<file path="config.mk">
export PLATFORM = sky130hd
export DESIGN_NAME = rfs_supervisor
export DESIGN_NICKNAME = d
export VERILOG_FILES = /design/src/shared/rfs_pkg.sv /design/src/rtl/rfs_supervisor.sv
export VERILOG_INCLUDE_DIRS = /design/src /design/src/shared
export SDC_FILE = /design/constraint.sdc
export NUM_CORES = 1
export LEC_CHECK = 0
export CORE_MARGIN = 10
export CORE_UTILIZATION = 53
export DETAILED_ROUTE_END_ITERATION = 7
export DONT_BUFFER_PORTS = 1
export GPL_ROUTABILITY_DRIVEN = 1
export HOLD_SLACK_MARGIN = 0.08
export PLACE_DENSITY = 0.68
export SLEW_MARGIN = 25
export SYNTH_ARGS = -nofsm -noshare
export SYNTH_HDL_FRONTEND = slang
export SYNTH_SLANG_ARGS = --single-unit
</file>
<file path="constraint.sdc">
create_clock -name pclk -period 4.5 [get_ports pclk]
set_clock_uncertainty 0.2 [all_clocks]
set_input_delay 0.45 -clock pclk [delete_from_list [all_inputs] [get_ports pclk]]
set_output_delay 0.45 -clock pclk [all_outputs]
set_load 0.02 [all_outputs]
</file>
<file path="src/shared/rfs_defs.svh">
// constants and behaviour summary for the regulator fault supervisor
// Behaviour
// (RULE_01) upward voltage change forces full four-phase operation
// (RULE_02) downward voltage change keeps phase count and conduction mode
// (RULE_03) light-load downward step blocks low sides for 4 PWM pulses
// (RULE_04) slew compensation bits decoded from both strap pins
// (RULE_05) diode emulation uses modified ramp; normal ramp from strap a
// (RULE_06) monitor voltage 0..3.19375V into 511 steps of 6.25mV
// (RULE_07) fast transient pulse, one on-time wide, overrides active phases
// (RULE_08) sustained trip only after trigger delay above threshold
// (RULE_09) peak trip fires at once on cycle current above threshold
// (RULE_10) any trip asserts alert low and starts action delay
// (RULE_11) after action delay, still over: all drivers off
// (RULE_12) over-voltage limit 0.9V+325mV below 0.9V, else ref+325mV; latches
// (RULE_13) over-voltage watch starts only after power-on reset
// (RULE_14) over-voltage latched: low sides on, high sides off
// (RULE_15) over or under-voltage latch starts other rail soft shutdown
// (RULE_16) over-voltage comparator must hold 1us before acceptance
// (RULE_17) latched over-voltage, output below 0V: low sides off until above
// (RULE_18) negative-voltage guard active only while over-voltage latched
// (RULE_19) output 500mV below reference sets under-voltage latch, all off
// (RULE_20) under-voltage comparator must hold 3us before latching
// (RULE_21) supply below threshold for 3us: lockout, all drivers off
// (RULE_22) commands to the second rail rejected while it is strapped off
// (RULE_23) voltage latches hold until reset or enable cycle; top priority (code gates lockout, disable and soft-off ahead of them)
`ifndef RFS_DEFS_SVH
`define RFS_DEFS_SVH
`define RFS_CLK_MHZ 40
`define RFS_OV_FILT_NS 1000
`define RFS_UV_FILT_NS 3000
`define RFS_LO_FILT_NS 3000
`define RFS_OV_CYC ((`RFS_OV_FILT_NS * `RFS_CLK_MHZ + 999) / 1000)
`define RFS_UV_CYC ((`RFS_UV_FILT_NS * `RFS_CLK_MHZ + 999) / 1000)
`define RFS_LO_CYC ((`RFS_LO_FILT_NS * `RFS_CLK_MHZ + 999) / 1000)
`define RFS_OV_FLOOR_MV 900
`define RFS_OV_MARGIN_MV 325
`define RFS_UV_MARGIN_MV 500
`define RFS_ADC_LSB_EIGHTHS 50
`define RFS_ADC_MAX 511
`define RFS_DV_BLOCK_PULSES 4
`define RFS_ADDR_CTRL 12'h000
`define RFS_ADDR_STATUS 12'h004
`define RFS_ADDR_LOAD 12'h008
`define RFS_ADDR_OCP 12'h00c
`define RFS_ADDR_VCMD 12'h010
`define RFS_ADDR_STRAP 12'h014
`define RFS_CTRL_RESET 32'h0000_2003
`define RFS_OCP_RESET 32'h0064_0028
`endif

</file>
<file path="src/shared/rfs_pkg.sv">
// types shared by the regulator fault supervisor
package rfs_pkg;
  typedef struct packed {
    logic [3:0] hs;
    logic [3:0] ls;
  } rfs_gate_t;
  typedef enum logic [1:0] {
    RFS_OC_IDLE = 2'b00,
    RFS_OC_TRIG = 2'b01,
    RFS_OC_ACT = 2'b10,
    RFS_OC_OFF = 2'b11
  } rfs_oc_t;
endpackage : rfs_pkg

</file>
<file path="src/rtl/rfs_supervisor.sv">
// fault, voltage-change and reporting supervisor of the core rail
`timescale 1ns/1ps
`include "rfs_defs.svh"
module rfs_supervisor #(
  parameter int PHASES = 4
) (
  input wire logic pclk, // bus and core clock
  input wire logic presetn, // async reset, active low
  input wire logic psel, // apb select
  input wire logic penable, // apb access phase
  input wire logic pwrite, // apb write
  input wire logic [11:0] paddr, // apb byte address
  input wire logic [31:0] pwdata, // apb write data
  output logic [31:0] prdata, // apb read data
  output logic pready, // apb ready
  output logic pslverr, // apb error on unmapped
  input wire logic [1:0] strap_pin_a, // ramp / slew strap
  input wire logic [1:0] strap_pin_b, // slew strap
  input wire logic aux_phase1_sense_neg_high, // second rail strapped off
  input wire logic [15:0] current_monitor_pin, // volts in 0.125mV units
  input wire logic signed [12:0] output_sense_pin, // sensed output, mV
  input wire logic supply_below_por, // supply comparator
  input wire logic avg_over, // averaged current above threshold
  input wire logic peak_over, // cycle current above threshold
  input wire logic fast_transient_det, // fast load transient seen
  input wire logic light_load, // light-load indication
  input wire logic pwm_pulse, // one pulse per PWM cycle
  input wire rfs_pkg::rfs_gate_t pwm_in, // modulator gate requests
  input wire logic other_rail_fault, // other rail latched a fault
  output rfs_pkg::rfs_gate_t gate_out, // gate driver enables
  output logic over_current_alert_n, // over-current alert, low
  output logic other_rail_shutdown, // soft shutdown of other rail
  output logic diode_emulation, // diode emulation active
  output logic [1:0] ramp_amp, // continuous-conduction ramp
  output logic [3:0] slew_comp_bits, // slew compensation setting
  output logic fast_transient_pulse, // on-time override pulse
  output logic [11:0] core_vref_mv, // core reference, mV
  output logic [11:0] nb_vref_mv // second rail reference, mV
);
  import rfs_pkg::*;

  localparam int OVC = `RFS_OV_CYC;
  localparam int UVC = `RFS_UV_CYC;
  localparam int LOC = `RFS_LO_CYC;

  // refuse phase counts the gate masks cannot serve
  if (PHASES < 1 || PHASES > 4)
  begin : g_bad_phases
    $error("PHASES must be 1 to 4");
  end

  // mask of active phases for a phase count minus one
  function automatic logic [3:0] phase_mask(input logic [1:0] n);
    phase_mask = 4'hf >> (2'd3 - n);
  endfunction : phase_mask

  // saturating filter step toward a limit
  function automatic logic [7:0] filt_step(input logic in,
                                           input logic [7:0] c,
                                           input int lim);
    if (!in)
      filt_step = 8'h00;
    else if (c < 8'(lim))
      filt_step = c + 8'h01;
    else
      filt_step = c;
  endfunction : filt_step

  logic [31:0] ctrl_q, ocp_q;
  logic enable, en_q;
  logic [1:0] phase_q;
  logic [7:0] ton;
  logic por_done_q, nb_off_q, reject_q;
  logic [3:0] strap_q;
  logic [1:0] ramp_q;
  logic [8:0] load_q;
  logic [7:0] ov_c_q, uv_c_q, lo_c_q;
  logic ov_q, uv_q, lo_q, soft_off_q, nvg_q;
  rfs_oc_t oc_q;
  logic [15:0] oc_cnt_q;
  logic [2:0] blk_cnt_q;
  logic [7:0] qr_cnt_q;
  logic [12:0] ov_lim, uv_lim;
  logic wr, rd_setup, mapped, vcmd_wr, en_rise;
  logic [11:0] new_mv;
  rfs_gate_t gate_d;

  assign enable = ctrl_q[0];
  assign ton = ctrl_q[15:8];
  assign en_rise = enable & ~en_q;

  // apb decode; always ready, error on unmapped address
  assign mapped = paddr == `RFS_ADDR_CTRL || paddr == `RFS_ADDR_STATUS ||
                  paddr == `RFS_ADDR_LOAD || paddr == `RFS_ADDR_OCP ||
                  paddr == `RFS_ADDR_VCMD || paddr == `RFS_ADDR_STRAP;
  assign pready = 1'b1;
  assign pslverr = psel & penable & ~mapped;
  assign wr = psel & penable & pwrite & mapped;
  assign rd_setup = psel & ~penable & ~pwrite;
  assign vcmd_wr = wr & (paddr == `RFS_ADDR_VCMD);
  assign new_mv = pwdata[11:0];

  // control registers
  always_ff @(posedge pclk or negedge presetn)
  begin
    if (!presetn)
    begin
      ctrl_q <= `RFS_CTRL_RESET;
      ocp_q <= `RFS_OCP_RESET;
      en_q <= 1'b0;
    end
    else
    begin
      en_q <= enable;
      if (wr && paddr == `RFS_ADDR_CTRL)
        ctrl_q <= {16'h0000, pwdata[15:8], 5'h00, pwdata[2:0]};
      if (wr && paddr == `RFS_ADDR_OCP)
        ocp_q <= pwdata;
    end
  end

  // read data captured in setup cycle
  always_ff @(posedge pclk or negedge presetn)
  begin
    if (!presetn)
      prdata <= 32'h0000_0000;
    else if (rd_setup)
    begin
      unique case (paddr)
        `RFS_ADDR_CTRL: prdata <= ctrl_q;
        `RFS_ADDR_STATUS: prdata <= {18'h00000, phase_q, diode_emulation,
          reject_q, nb_off_q, nvg_q, oc_q, ~over_current_alert_n,
          soft_off_q, lo_q, uv_q, ov_q, por_done_q};
        `RFS_ADDR_LOAD: prdata <= {23'h000000, load_q};
        `RFS_ADDR_OCP: prdata <= ocp_q;
        `RFS_ADDR_VCMD: prdata <= {8'h00, nb_vref_mv, core_vref_mv};
        `RFS_ADDR_STRAP: prdata <= {26'h0000000, ramp_q, strap_q};
        default: prdata <= 32'h0000_0000;
      endcase
    end
  end

  // straps and second-rail disable caught after reset release
  always_ff @(posedge pclk or negedge presetn)
  begin
    if (!presetn)
    begin
      por_done_q <= 1'b0;
      strap_q <= 4'h0;
      ramp_q <= 2'b00;
      nb_off_q <= 1'b0;
    end
    else if (!por_done_q)
    begin
      por_done_q <= 1'b1;
      // (RULE_04) slew bits decode
      strap_q <= {strap_pin_b, strap_pin_a[1:0] ^ strap_pin_b};
      // (RULE_05) ramp from strap
      ramp_q <= strap_pin_a;
      nb_off_q <= aux_phase1_sense_neg_high;
    end
  end
  assign slew_comp_bits = strap_q;

  // voltage commands; bit 16 selects the second rail
  always_ff @(posedge pclk or negedge presetn)
  begin
    if (!presetn)
    begin
      core_vref_mv <= 12'h000;
      nb_vref_mv <= 12'h000;
      reject_q <= 1'b0;
    end
    else
    begin
      if (vcmd_wr && !pwdata[16])
        core_vref_mv <= new_mv;
      // (RULE_22) reject when strapped off
      if (vcmd_wr && pwdata[16] && !nb_off_q)
        nb_vref_mv <= new_mv;
      if (vcmd_wr && pwdata[16] && nb_off_q)
        reject_q <= 1'b1;
      else if (wr && paddr == `RFS_ADDR_STATUS && pwdata[8])
        reject_q <= 1'b0;
    end
  end

  // phase count and light-load low-side blocking on voltage changes
  always_ff @(posedge pclk or negedge presetn)
  begin
    if (!presetn)
    begin
      phase_q <= 2'(PHASES - 1);
      blk_cnt_q <= 3'h0;
    end
    else
    begin
      if (vcmd_wr && !pwdata[16] && new_mv > core_vref_mv)
        // (RULE_01) up: four phases
        phase_q <= 2'(PHASES - 1);
      else if (vcmd_wr && !pwdata[16] && new_mv < core_vref_mv)
        // (RULE_02) down: hold state
        phase_q <= phase_q;
      else if (wr && paddr == `RFS_ADDR_CTRL &&
               3'(pwdata[2:1]) < 3'(PHASES))
        phase_q <= pwdata[2:1];
      // (RULE_03) block low sides, 4 pulses
      if (vcmd_wr && !pwdata[16] && new_mv < core_vref_mv && light_load)
        blk_cnt_q <= 3'(`RFS_DV_BLOCK_PULSES);
      else if (pwm_pulse && blk_cnt_q != 3'h0)
        blk_cnt_q <= blk_cnt_q - 3'h1;
    end
  end

  // (RULE_05) modified ramp in emulation
  assign diode_emulation = light_load & (phase_q == 2'b00);
  assign ramp_amp = diode_emulation ? 2'b00 : ramp_q;

  // (RULE_06) monitor conversion
  always_ff @(posedge pclk or negedge presetn)
  begin
    if (!presetn)
      load_q <= 9'h000;
    else if (current_monitor_pin / 16'(`RFS_ADC_LSB_EIGHTHS) >
             16'(`RFS_ADC_MAX))
      load_q <= 9'(`RFS_ADC_MAX);
    else
      load_q <= 9'(current_monitor_pin / 16'(`RFS_ADC_LSB_EIGHTHS));
  end

  // (RULE_07) fast transient pulse of on-time
  always_ff @(posedge pclk or negedge presetn)
  begin
    if (!presetn)
      qr_cnt_q <= 8'h00;
    else if (fast_transient_det && qr_cnt_q == 8'h00)
      qr_cnt_q <= ton;
    else if (qr_cnt_q != 8'h00)
      qr_cnt_q <= qr_cnt_q - 8'h01;
  end
  assign fast_transient_pulse = qr_cnt_q != 8'h00;

  // over-current state machine: trigger delay then action delay
  always_ff @(posedge pclk or negedge presetn)
  begin
    if (!presetn)
    begin
      oc_q <= RFS_OC_IDLE;
      oc_cnt_q <= 16'h0000;
    end
    else if (en_rise)
    begin
      oc_q <= RFS_OC_IDLE;
      oc_cnt_q <= 16'h0000;
    end
    else
    begin
      unique case (oc_q)
        RFS_OC_IDLE:
        begin
          // (RULE_09) peak trip immediate
          if (peak_over)
          begin
            oc_q <= RFS_OC_ACT;
            oc_cnt_q <= ocp_q[31:16];
          end
          else if (avg_over)
          begin
            oc_q <= RFS_OC_TRIG;
            oc_cnt_q <= ocp_q[15:0];
          end
        end
        RFS_OC_TRIG:
        begin
          // (RULE_08) sustained trip after delay
          if (peak_over || (avg_over && oc_cnt_q == 16'h0000))
          begin
            oc_q <= RFS_OC_ACT;
            oc_cnt_q <= ocp_q[31:16];
          end
          else if (!avg_over)
            oc_q <= RFS_OC_IDLE;
          else
            oc_cnt_q <= oc_cnt_q - 16'h0001;
        end
        RFS_OC_ACT:
        begin
          // (RULE_11) still over after delay
          if (oc_cnt_q != 16'h0000)
            oc_cnt_q <= oc_cnt_q - 16'h0001;
          else if (avg_over || peak_over)
            oc_q <= RFS_OC_OFF;
          else
            oc_q <= RFS_OC_IDLE;
        end
        RFS_OC_OFF: oc_q <= RFS_OC_OFF;
      endcase
    end
  end
  // (RULE_10) alert on trip
  assign over_current_alert_n = ~(oc_q == RFS_OC_ACT || oc_q == RFS_OC_OFF);

  // (RULE_12) over and under-voltage limits
  assign ov_lim = core_vref_mv < 12'(`RFS_OV_FLOOR_MV) ?
    13'(`RFS_OV_FLOOR_MV + `RFS_OV_MARGIN_MV) :
    13'(core_vref_mv) + 13'(`RFS_OV_MARGIN_MV);
  assign uv_lim = 13'(core_vref_mv) - 13'(`RFS_UV_MARGIN_MV);

  // deglitch filters for the three comparators
  always_ff @(posedge pclk or negedge presetn)
  begin
    if (!presetn)
    begin
      ov_c_q <= 8'h00;
      uv_c_q <= 8'h00;
      lo_c_q <= 8'h00;
    end
    else
    begin
      // (RULE_13) watch after reset done
      // (RULE_16) 1us hold
      ov_c_q <= filt_step(por_done_q &&
                          output_sense_pin > $signed(ov_lim), ov_c_q, OVC);
      // (RULE_20) 3us hold
      uv_c_q <= filt_step(por_done_q && enable &&
                          output_sense_pin <= $signed(uv_lim), uv_c_q, UVC);
      // (RULE_21) 3us supply qualify
      lo_c_q <= filt_step(supply_below_por, lo_c_q, LOC);
    end
  end

  // fault latches; ov, uv and soft-off cleared only by reset or enable rising, lockout and guard follow their inputs
  always_ff @(posedge pclk or negedge presetn)
  begin
    if (!presetn)
    begin
      ov_q <= 1'b0;
      uv_q <= 1'b0;
      lo_q <= 1'b0;
      soft_off_q <= 1'b0;
      nvg_q <= 1'b0;
    end
    else
    begin
      // (RULE_12) latch over-voltage
      if (ov_c_q == 8'(OVC))
        ov_q <= 1'b1;
      // (RULE_23) cleared by enable cycle
      else if (en_rise)
        ov_q <= 1'b0;
      // (RULE_19) latch under-voltage
      if (uv_c_q == 8'(UVC))
        uv_q <= 1'b1;
      else if (en_rise)
        uv_q <= 1'b0;
      lo_q <= lo_c_q == 8'(LOC);
      if (other_rail_fault)
        soft_off_q <= 1'b1;
      else if (en_rise)
        soft_off_q <= 1'b0;
      // (RULE_18) guard only when latched
      // (RULE_17) below 0V low sides off
      nvg_q <= ov_q && output_sense_pin < 13'sd0;
    end
  end

  // (RULE_15) other rail soft shutdown
  assign other_rail_shutdown = ov_q | uv_q;

  // gate priority: lockout, faults, then regulation
  always_comb
  begin
    gate_d.hs = 4'h0;
    gate_d.ls = 4'h0;
    // (RULE_21) lockout all off
    if (lo_q || !enable || soft_off_q)
      gate_d = '0;
    else if (ov_q)
    begin
      // (RULE_14) low sides on, high off
      // (RULE_17) guard releases low sides
      gate_d.ls = nvg_q ? 4'h0 : phase_mask(phase_q);
    end
    // (RULE_19) under-voltage all off
    // (RULE_11) over-current all off
    else if (uv_q || oc_q == RFS_OC_OFF)
      gate_d = '0;
    else if (fast_transient_pulse)
      // (RULE_07) pulse overrides on-time
      gate_d.hs = phase_mask(phase_q);
    else
    begin
      gate_d.hs = pwm_in.hs & phase_mask(phase_q);
      // (RULE_03) low sides held off
      gate_d.ls = blk_cnt_q != 3'h0 ? 4'h0 :
        pwm_in.ls & phase_mask(phase_q) & ~pwm_in.hs;
    end
  end

  // registered gate enables
  always_ff @(posedge pclk or negedge presetn)
  begin
    if (!presetn)
      gate_out <= '0;
    else
      gate_out <= gate_d;
  end

endmodule : rfs_supervisor

</file>
==> summary.md, run 1 <==
The flow ran to the end, but the final reports show violations. The checks that failed: negative hold slack, negative setup slack. The number of endpoints failing setup at the final stage was 2; the number of synthesis warnings was 0. The fraction of registers with async set/reset was 100%; the switching part of the total power was 38.2%. The floorplan step set the die width to 172 um. By startpoint and endpoint, the worst setup path is classified as in2reg.

The total wire length is 38.8 mm, and the number of buffers added on ports is 0. For the first-pass GRT wire length, the log shows 60.5 mm. The sequential cell area in the final layout is 0.00467 mm^2, and the transition at the pin with the smallest max-transition slack is 0.955 ns. Multiplexer cells account for 6.22% of the synthesized area. Power density over cell area: 464 mW/mm^2. The type of the worst min-delay path was in2async. The sequential element share of the synthesized area was 38.1%. Final cycle utilization of the critical path: 123%.

Timing analysis after detailed placement gives a worst setup slack of -1.62 ns. For the sum of negative setup slack, the log shows -1.74 ns. The top flip-flop cell by instance count after synthesis was dfrtp_1. The tree is rooted in a clkbuf_16. The congestion estimate from routability-driven global placement came to 0.932.

The maximum clock path buffer count was 2. Number of nets in the layout: 1657. The multi-input combinational cells in the finished layout cover a total of 0.00732 mm^2. Subtracting the final worst setup slack from the clock period gives 5.53 ns. Synthesis inferred 186 register bits. For this run the aggregate overflow at the end of global routing stands at 0. The slack of the critical path came out at -1.03 ns. In this run, the clock network consumes 21.3% of the power. The die covers 0.0296 mm^2. The number of clock buffers added by TritonCTS is 17. STA classifies the critical path startpoint as an input port. The area of the placeable core is 0.0227 mm^2, and the mean cell area of the mapped netlist is 9.06 um^2.

Using the TritonRoute via totals, the vias-per-cell ratio works out to 6.18. The run gives 174 as the top-level I/O count. After detailed routing, the number of remaining DRC violations is 0. The internal power of the cells totals 4.24 mW.

The max-slew violation count was 0. The largest single stage delay on the critical path is 0.43 ns. The fraction of the mapped netlist area in adder cells was 6.09%. The first detailed-routing pass took 8 iterations. For this design, the slowest cell found on the critical path is a2111o_1. The tools report the number of DRC markers after the initial detailed-route iteration as 878.

The total routing resource utilization after global routing came out at 25.8%. The later pin in the worst-skew pair is clocked with a latency of 0.44 ns. Entering global routing, the biggest net connects 187 pins.

The maximum achievable frequency is 0.181 GHz. The logs give 772 uV for the peak supply drop and 11100 for the detailed-route via count. The effective utilization at floorplan came out at 53.9%. Of all nets on the critical path, the largest fanout is 21.

The number of nets still failing antenna checks after routing was 0; the fraction of power consumed by sequential logic was 28.6%. STA classifies the critical path endpoint as a register. Once detailed placement completed, the half-perimeter wirelength came to 28.2 mm. The synthesized netlist devotes 21.8% of its cell area to compound gates.

The H-tree generated during clock tree synthesis spans 4 levels. Setup repair after global routing could not meet its margin everywhere. STA puts the critical path data required time at 4.68 ns. The overall die height works out to 172 um. TritonCTS built the clock tree. Of the cells placed in the final design, the portion with a size suffix greater than 1 is 21.7%. The number of hold buffers added after CTS was 53. The simple-gate share of the synthesized area is 19.8%, and the number of synthesized flops with an enable pin is 0.

After floorplanning, the core was divided into 55 placement rows. Across the run, the number of max-cap violations was 0. The worst slack on hold paths is -0.471 ns. The clock-pin slew on the worst setup and hold paths works out to 0.08 ns. STA puts the critical path data arrival time at 5.71 ns. The combined area of all synthesized cells came out at 0.0122 mm^2. The count of final hold-check violations was 186. After filler insertion, the fill cell instance count of the layout stands at 1857. The gate count of the mapped netlist is 1351, and the number of antenna violations at the first check in global routing is 0.

The tree built by TritonCTS fans out to 186 sinks. Dividing the detail-routed wire length by the instance count gives 21.5 um. The worst pin sits at a relative slew slack of 36.0%. For this design the static power due to leakage is 6.63 nW. The tools report the number of global-route vias before repair as 11000.

The main combinational cell family by area after synthesis was compound AO/OA/AOI/OAI gates. In this run the power spent charging and discharging nets is 2.62 mW. Count of cell types in the netlist: 110.

The share of the synthesized netlist area taken by xor and xnor gates was 3.84%. The area growth from synthesis to layout is 20.8%. Of the total power, combinational logic draws 50.1%.

The cell repeated most along the worst path was buf_6.
-- final timing paths --
| kind | slack, ns | endpoint | start | cells past startpoint |
|---|---|---|---|---|
| worst max-delay path | -1.03 | load_q[0]$_DFF_PN0_ | current_monitor_pin[13] | 26 |
| worst min-delay path | -0.47 | oc_cnt_q[10]$_DFFE_PN0P_ | presetn | 0 |
| worst max register to register | 0.53 | ov_c_q[3]$_DFFE_PN0P_ | core_vref_mv[2]$_DFFE_PN0P_ | 18 |
| worst min register to register | 0.28 | ctrl_q[1]$_DFFE_PN1P_ | ctrl_q[1]$_DFFE_PN1P_ | 2 |
| max in group asynchronous | 4.31 | ocp_q[3]$_DFFE_PN1P_ | presetn | 0 |
| min in group pclk | 0.09 | qr_cnt_q[0]$_DFFE_PN0P_ | fast_transient_det | 2 |
-- per-layer routing --
layer  part of all wire (%)  vias up  global-route usage, %  wire (um)
li1                       -     5251                      -          -
met1                     38     5372                   30.7      14900
met2                     49      439                   43.1      18900
met3                    8.9       82                   6.68       3470
met4                    3.9        0                   11.3       1520
met5                      0        -                      0          0
-- through the flow --
step	power (mW)	hold slack, ns	cell area, um^2	std cells	utilization, %
2_1_floorplan	3.95	-0.0456	12300	1352	-
3_3_place_gp	4.95	-0.0329	13400	1706	58.9
3_5_place_dp	5.00	-0.0327	13400	1706	58.9
4_1_cts	6.64	-0.495	14600	1794	64.4
5_1_grt	7.28	-0.500	14800	1801	65.1
6_report	6.86	-0.471	14800	1802	65.1
-- flip-flops by register name (all words and copies together), names as in the netlist, 2 cells and up --
name            flops
ramp_q              2
nb_vref_mv         12
prdata             32
slew_comp_bits      4
ocp_q              32
ov_c_q              8
load_q              9
oc_cnt_q           16
oc_q                2
core_vref_mv       12
qr_cnt_q            8
gate_out            8
ctrl_q             11
blk_cnt_q           3
lo_c_q              8
phase_q             2
uv_c_q              8
-- critical path, delay by kind of cell --
family          cells  cell delay [ns]
compound gates     16             3.33
simple gates        3             0.56
buf+inv             4             0.57
xor+xnor            1             0.13
mux                 2             0.66
-- final cells by class --
cell class | instances | area share [%]
well taps | 285 | 2.41
clock buffers | 18 | 2.90
diodes | 1 | 0.0169
repair buffers | 202 | 11.3
multi-input cells | 1047 | 49.5
clock inverters | 14 | 1.02
flip-flops and latches | 186 | 31.6
inverters | 49 | 1.24
-- synthesized netlist by cell type (all sizes together) (23+ instances only) --
| cell | number | area (um^2) |
|---|---|---|
| ha | 56 | 701 |
| clkbuf | 54 | 203 |
| nand3 | 29 | 150 |
| mux2 | 58 | 657 |
| inv | 48 | 180 |
| a21oi | 60 | 327 |
| nand4 | 23 | 144 |
| o21ai | 98 | 502 |
| nor2b | 25 | 156 |
| nor2 | 123 | 462 |
| dfrtp | 176 | 4400 |
| nand2 | 164 | 623 |
| nor3 | 40 | 210 |
| xnor2 | 40 | 358 |
-- power by group through the flow --
| stage | clock (mW) | combinational, mW | sequential (mW) |
|---|---|---|---|
| after detailed placement | 0 | 3.01 | 1.99 |
| after CTS | 1.48 | 3.20 | 1.96 |
| final | 1.46 | 3.44 | 1.96 |
| after global routing | 1.55 | 3.75 | 1.97 |
| after floorplan | 0 | 2.01 | 1.95 |
| after global placement | 0 | 2.96 | 1.98 |
-- logic make-up after synthesis --
logic type	after synthesis
compound gates	366
fa+ha+maj	60
mux	68
xor+xnor	52
simple gates	499
other cells	1
buf+inv	119
flops	186
-- cell usage in the layout (no fill, tap or decap), drive strengths merged, types with 9 or more instances in the layout --
cell	n
and2	18
a211oi	16
o21ai	98
a21oi	60
nor2b	25
dlygate4sd3	53
a21o	15
mux2	58
o22ai	9
buf	149
nand2	164
dfstp	10
nor3	40
xnor2	40
inv	55
ha	56
nand3	29
nand4	23
a22oi	10
mux2i	10
a22o	11
dfrtp	176
clkbuf	18
nand2b	18
or2	10
a222oi	13
nor2	123
xor2	12
a31oi	22
a221oi	22
o211ai	11
-- timing repair --
item                                    4_1_cts  5_1_grt
hold endpoints to repair                    299      186
gates resized for setup                      22       24
pin swaps                                    19       14
buffers inserted                              3        7
endpoints found under the setup margin        3        3
gates cloned                                  0        0
No activity file was read; power rests on OpenSTA's default activity.
==> run 2, diff against run 1 <==
RECOVER_POWER = 50   (was not set)
==> summary.md, run 2 (synthesis results as in run 1) <==
The flow ran to the end, but the final reports show violations. The checks that failed: negative hold slack, negative setup slack. The standard-cell row count is 55 (unchanged).

The leakage power was 6.63 nW (about the same). The pre-CTS worst setup slack is -1.62 ns (unchanged), and the detailed-placement wirelength estimate is 28.2 mm (unchanged). For the slack of the critical path, the log shows -1.02 ns (+0.00601 ns). The final RePlAce weighted congestion is 0.932 (unchanged), and the number of non-filler instances in the completed layout is 1802 (unchanged). The number of buffers added by the clock tree synthesis step is 17 (unchanged). Count of placed standard cells including taps: 1706 (unchanged).

The peak supply drop is 772 uV (about the same), and the number of nets in the layout is 1657 (unchanged). Clock tree synthesis selected as its root buffer the cell clkbuf_16. For the largest net degree at the start of global routing, the log shows 187 (unchanged).

The slowest stage of the critical path belongs to the cell a2111o_1. For the overall power consumption, the log shows 6.87 mW (about the same). Number of DRC markers after the initial detailed-route iteration: 983 (+12%). The number of max-cap violations was 0 (unchanged). The critical path is of the in2reg type. The area of the placeable core was 0.0227 mm^2 (unchanged).

The number of nets still failing antenna checks after routing is 0 (unchanged), and the effective utilization at floorplan is 53.9% (unchanged). The path class of the tightest hold or removal check is in2async. For the deepest level of the CTS H-tree, the log shows 4 (unchanged). The power density over cell area is 465 mW/mm^2 (+0.11%), and the count of final hold-check violations is 186 (unchanged). The startpoint kind of the worst setup timing path was an input port. The worst-path maximum fanout came out at 21 (unchanged). The tools report the first-pass GRT wire length as 60.5 mm (unchanged). The logs give 0 (unchanged) for the final routed DRC violation total and 0.0134 mm^2 (unchanged) for the area after detailed placement. The final cycle utilization of the critical path was 123% (-0.13 points); the maximum clock path buffer count was 2 (unchanged). The maximum achievable frequency is 0.181 GHz (+0.11%).

The detailed-router iteration count before antenna repair came out at 6 (-2). The relative area change from synthesis to final layout came out at 20.8% (about the same). In the final layout, the registers with the most flip-flops are ocp_q (32), prdata (32), oc_cnt_q (16). Setup repair after global routing could not meet its margin everywhere. The depth of the most critical reg-to-reg path was 18 (unchanged).

The max-slew violation count came out at 0 (unchanged). The remaining global-route overflow is 0 (unchanged), and the top-level I/O count is 174 (unchanged). The logs give 0.44 ns (about the same) for the worst-skew pair later-pin latency and 11200 (+0.67%) for the detailed-route via count.

The sum of negative setup slack is -1.73 ns (+0.0120 ns). The number of buffers added to fix hold violations after cts was 53 (unchanged); the chip width was 172 um (unchanged). The full die area was 0.0296 mm^2 (unchanged). The transition at the pin with the smallest max-transition slack was 0.973 ns (+0.0174 ns); the fraction of layout instances using a drive strength above 1 was 21.6% (-0.13 points).

The worst slack on hold paths came out at -0.471 ns (-0.000936 ns). The headroom to the max-slew limit was 34.9% (-1.2 points); the number of global-route vias before repair was 11000 (unchanged). The tools report the number of endpoints failing setup at the final stage as 2 (unchanged). The kind of end point of the critical path is a register.

The minimum clock period was 5.52 ns (-0.00601 ns); the total routing resource utilization after global routing was 25.8% (unchanged). In the layout the commonest cells are dfrtp_1 (176), nand2_1 (161), buf_4 (142). The number of clock sinks seen by CTS was 186 (unchanged).

The signal arrival time at the worst endpoint was 5.70 ns (about the same); the finished layout cell area was 0.0148 mm^2 (about the same). TritonCTS built the clock tree. The run gives 38.9 mm (+0.17%) as the total wire length. The clock-pin slew on the worst setup and hold paths works out to 0.08 ns (about the same). Leaving out fill and tap cells, the most frequent cell in the layout is dfrtp_1.

The overall die height is 172 um (unchanged), and the core occupancy in the finished layout is 65.1% (about the same). The number of antenna violations at the first check in global routing was 0 (unchanged). The peak per-stage delay on the critical path came out at 0.43 ns (about the same). The register-to-register path setup slack came out at 0.50 ns (-0.03 ns). The post-detailed-route via-to-cell ratio is 6.23 (+0.67%).

The average wire length per cell after detail routing is 21.6 um (+0.17%). The logs give 4.68 ns (about the same) for the required time at the worst-slack endpoint and 1857 (unchanged) for the number of inserted filler cells in the final layout. The number of buffers added on ports was 0 (unchanged).
==> run 2: cell count changes in the layout (fill, tap and decap cells not counted) <==
cell / previous run / this run
and2_1: 16 / 14
clkbuf_1: 1 / 2
dfstp_1: 0 / 1
dfstp_2: 10 / 9
buf_4: 143 / 142
and2_0: 1 / 3
==> run 2: worst paths after layout <==
kind | from | end
worst max-delay path | current_monitor_pin[13] | load_q[0]$_DFF_PN0_
worst min-delay path | presetn | oc_cnt_q[6]$_DFFE_PN0P_
worst min register to register | ctrl_q[1]$_DFFE_PN1P_ | ctrl_q[1]$_DFFE_PN1P_
worst max register to register | core_vref_mv[2]$_DFFE_PN0P_ | ov_c_q[3]$_DFFE_PN0P_
max in group asynchronous | presetn | ctrl_q[1]$_DFFE_PN1P_
min in group pclk | fast_transient_det | qr_cnt_q[0]$_DFFE_PN0P_
==> run 2: critical path, delay by kind of cell <==
family	cells	cell delay, ns
compound gates	18	3.75
simple gates	3	0.56
mux	1	0.35
buf+inv	4	0.57
==> run 2: timing repair <==
action                     CTS  global route
setup endpoints to repair    3             3
resized for setup           22            24
pin swaps                   19            14
hold endpoints to repair   299           186
buffers inserted             3             7
==> run 2: layout make-up <==
class / instances / area [um^2] / share of cell area [%]
diodes: 1 / 2.50 / 0.0169
clock buffers: 18 / 429 / 2.90
clock inverters: 14 / 150 / 1.02
inverters: 49 / 184 / 1.24
multi-input cells: 1047 / 7320 / 49.5
flip-flops and latches: 186 / 4670 / 31.6
well taps: 285 / 357 / 2.41
repair buffers: 202 / 1670 / 11.3
==> run 2: power breakdown <==
group / switching [mW] / internal (mW) / total [mW]
clock network: 0.719 / 0.744 / 1.46
logic: 1.76 / 1.68 / 3.44
registers: 0.149 / 1.81 / 1.96
total: 2.63 / 4.24 / 6.87
==> run 2: metal layers <==
metal  vias to the layer above  share of wire, %  track usage, %
met4                         0               3.9            11.3
met5                         -                 0               0
met3                        83               8.5            6.68
met2                       429                49            43.1
li1                       5250                 -               -
met1                      5457                39            30.7
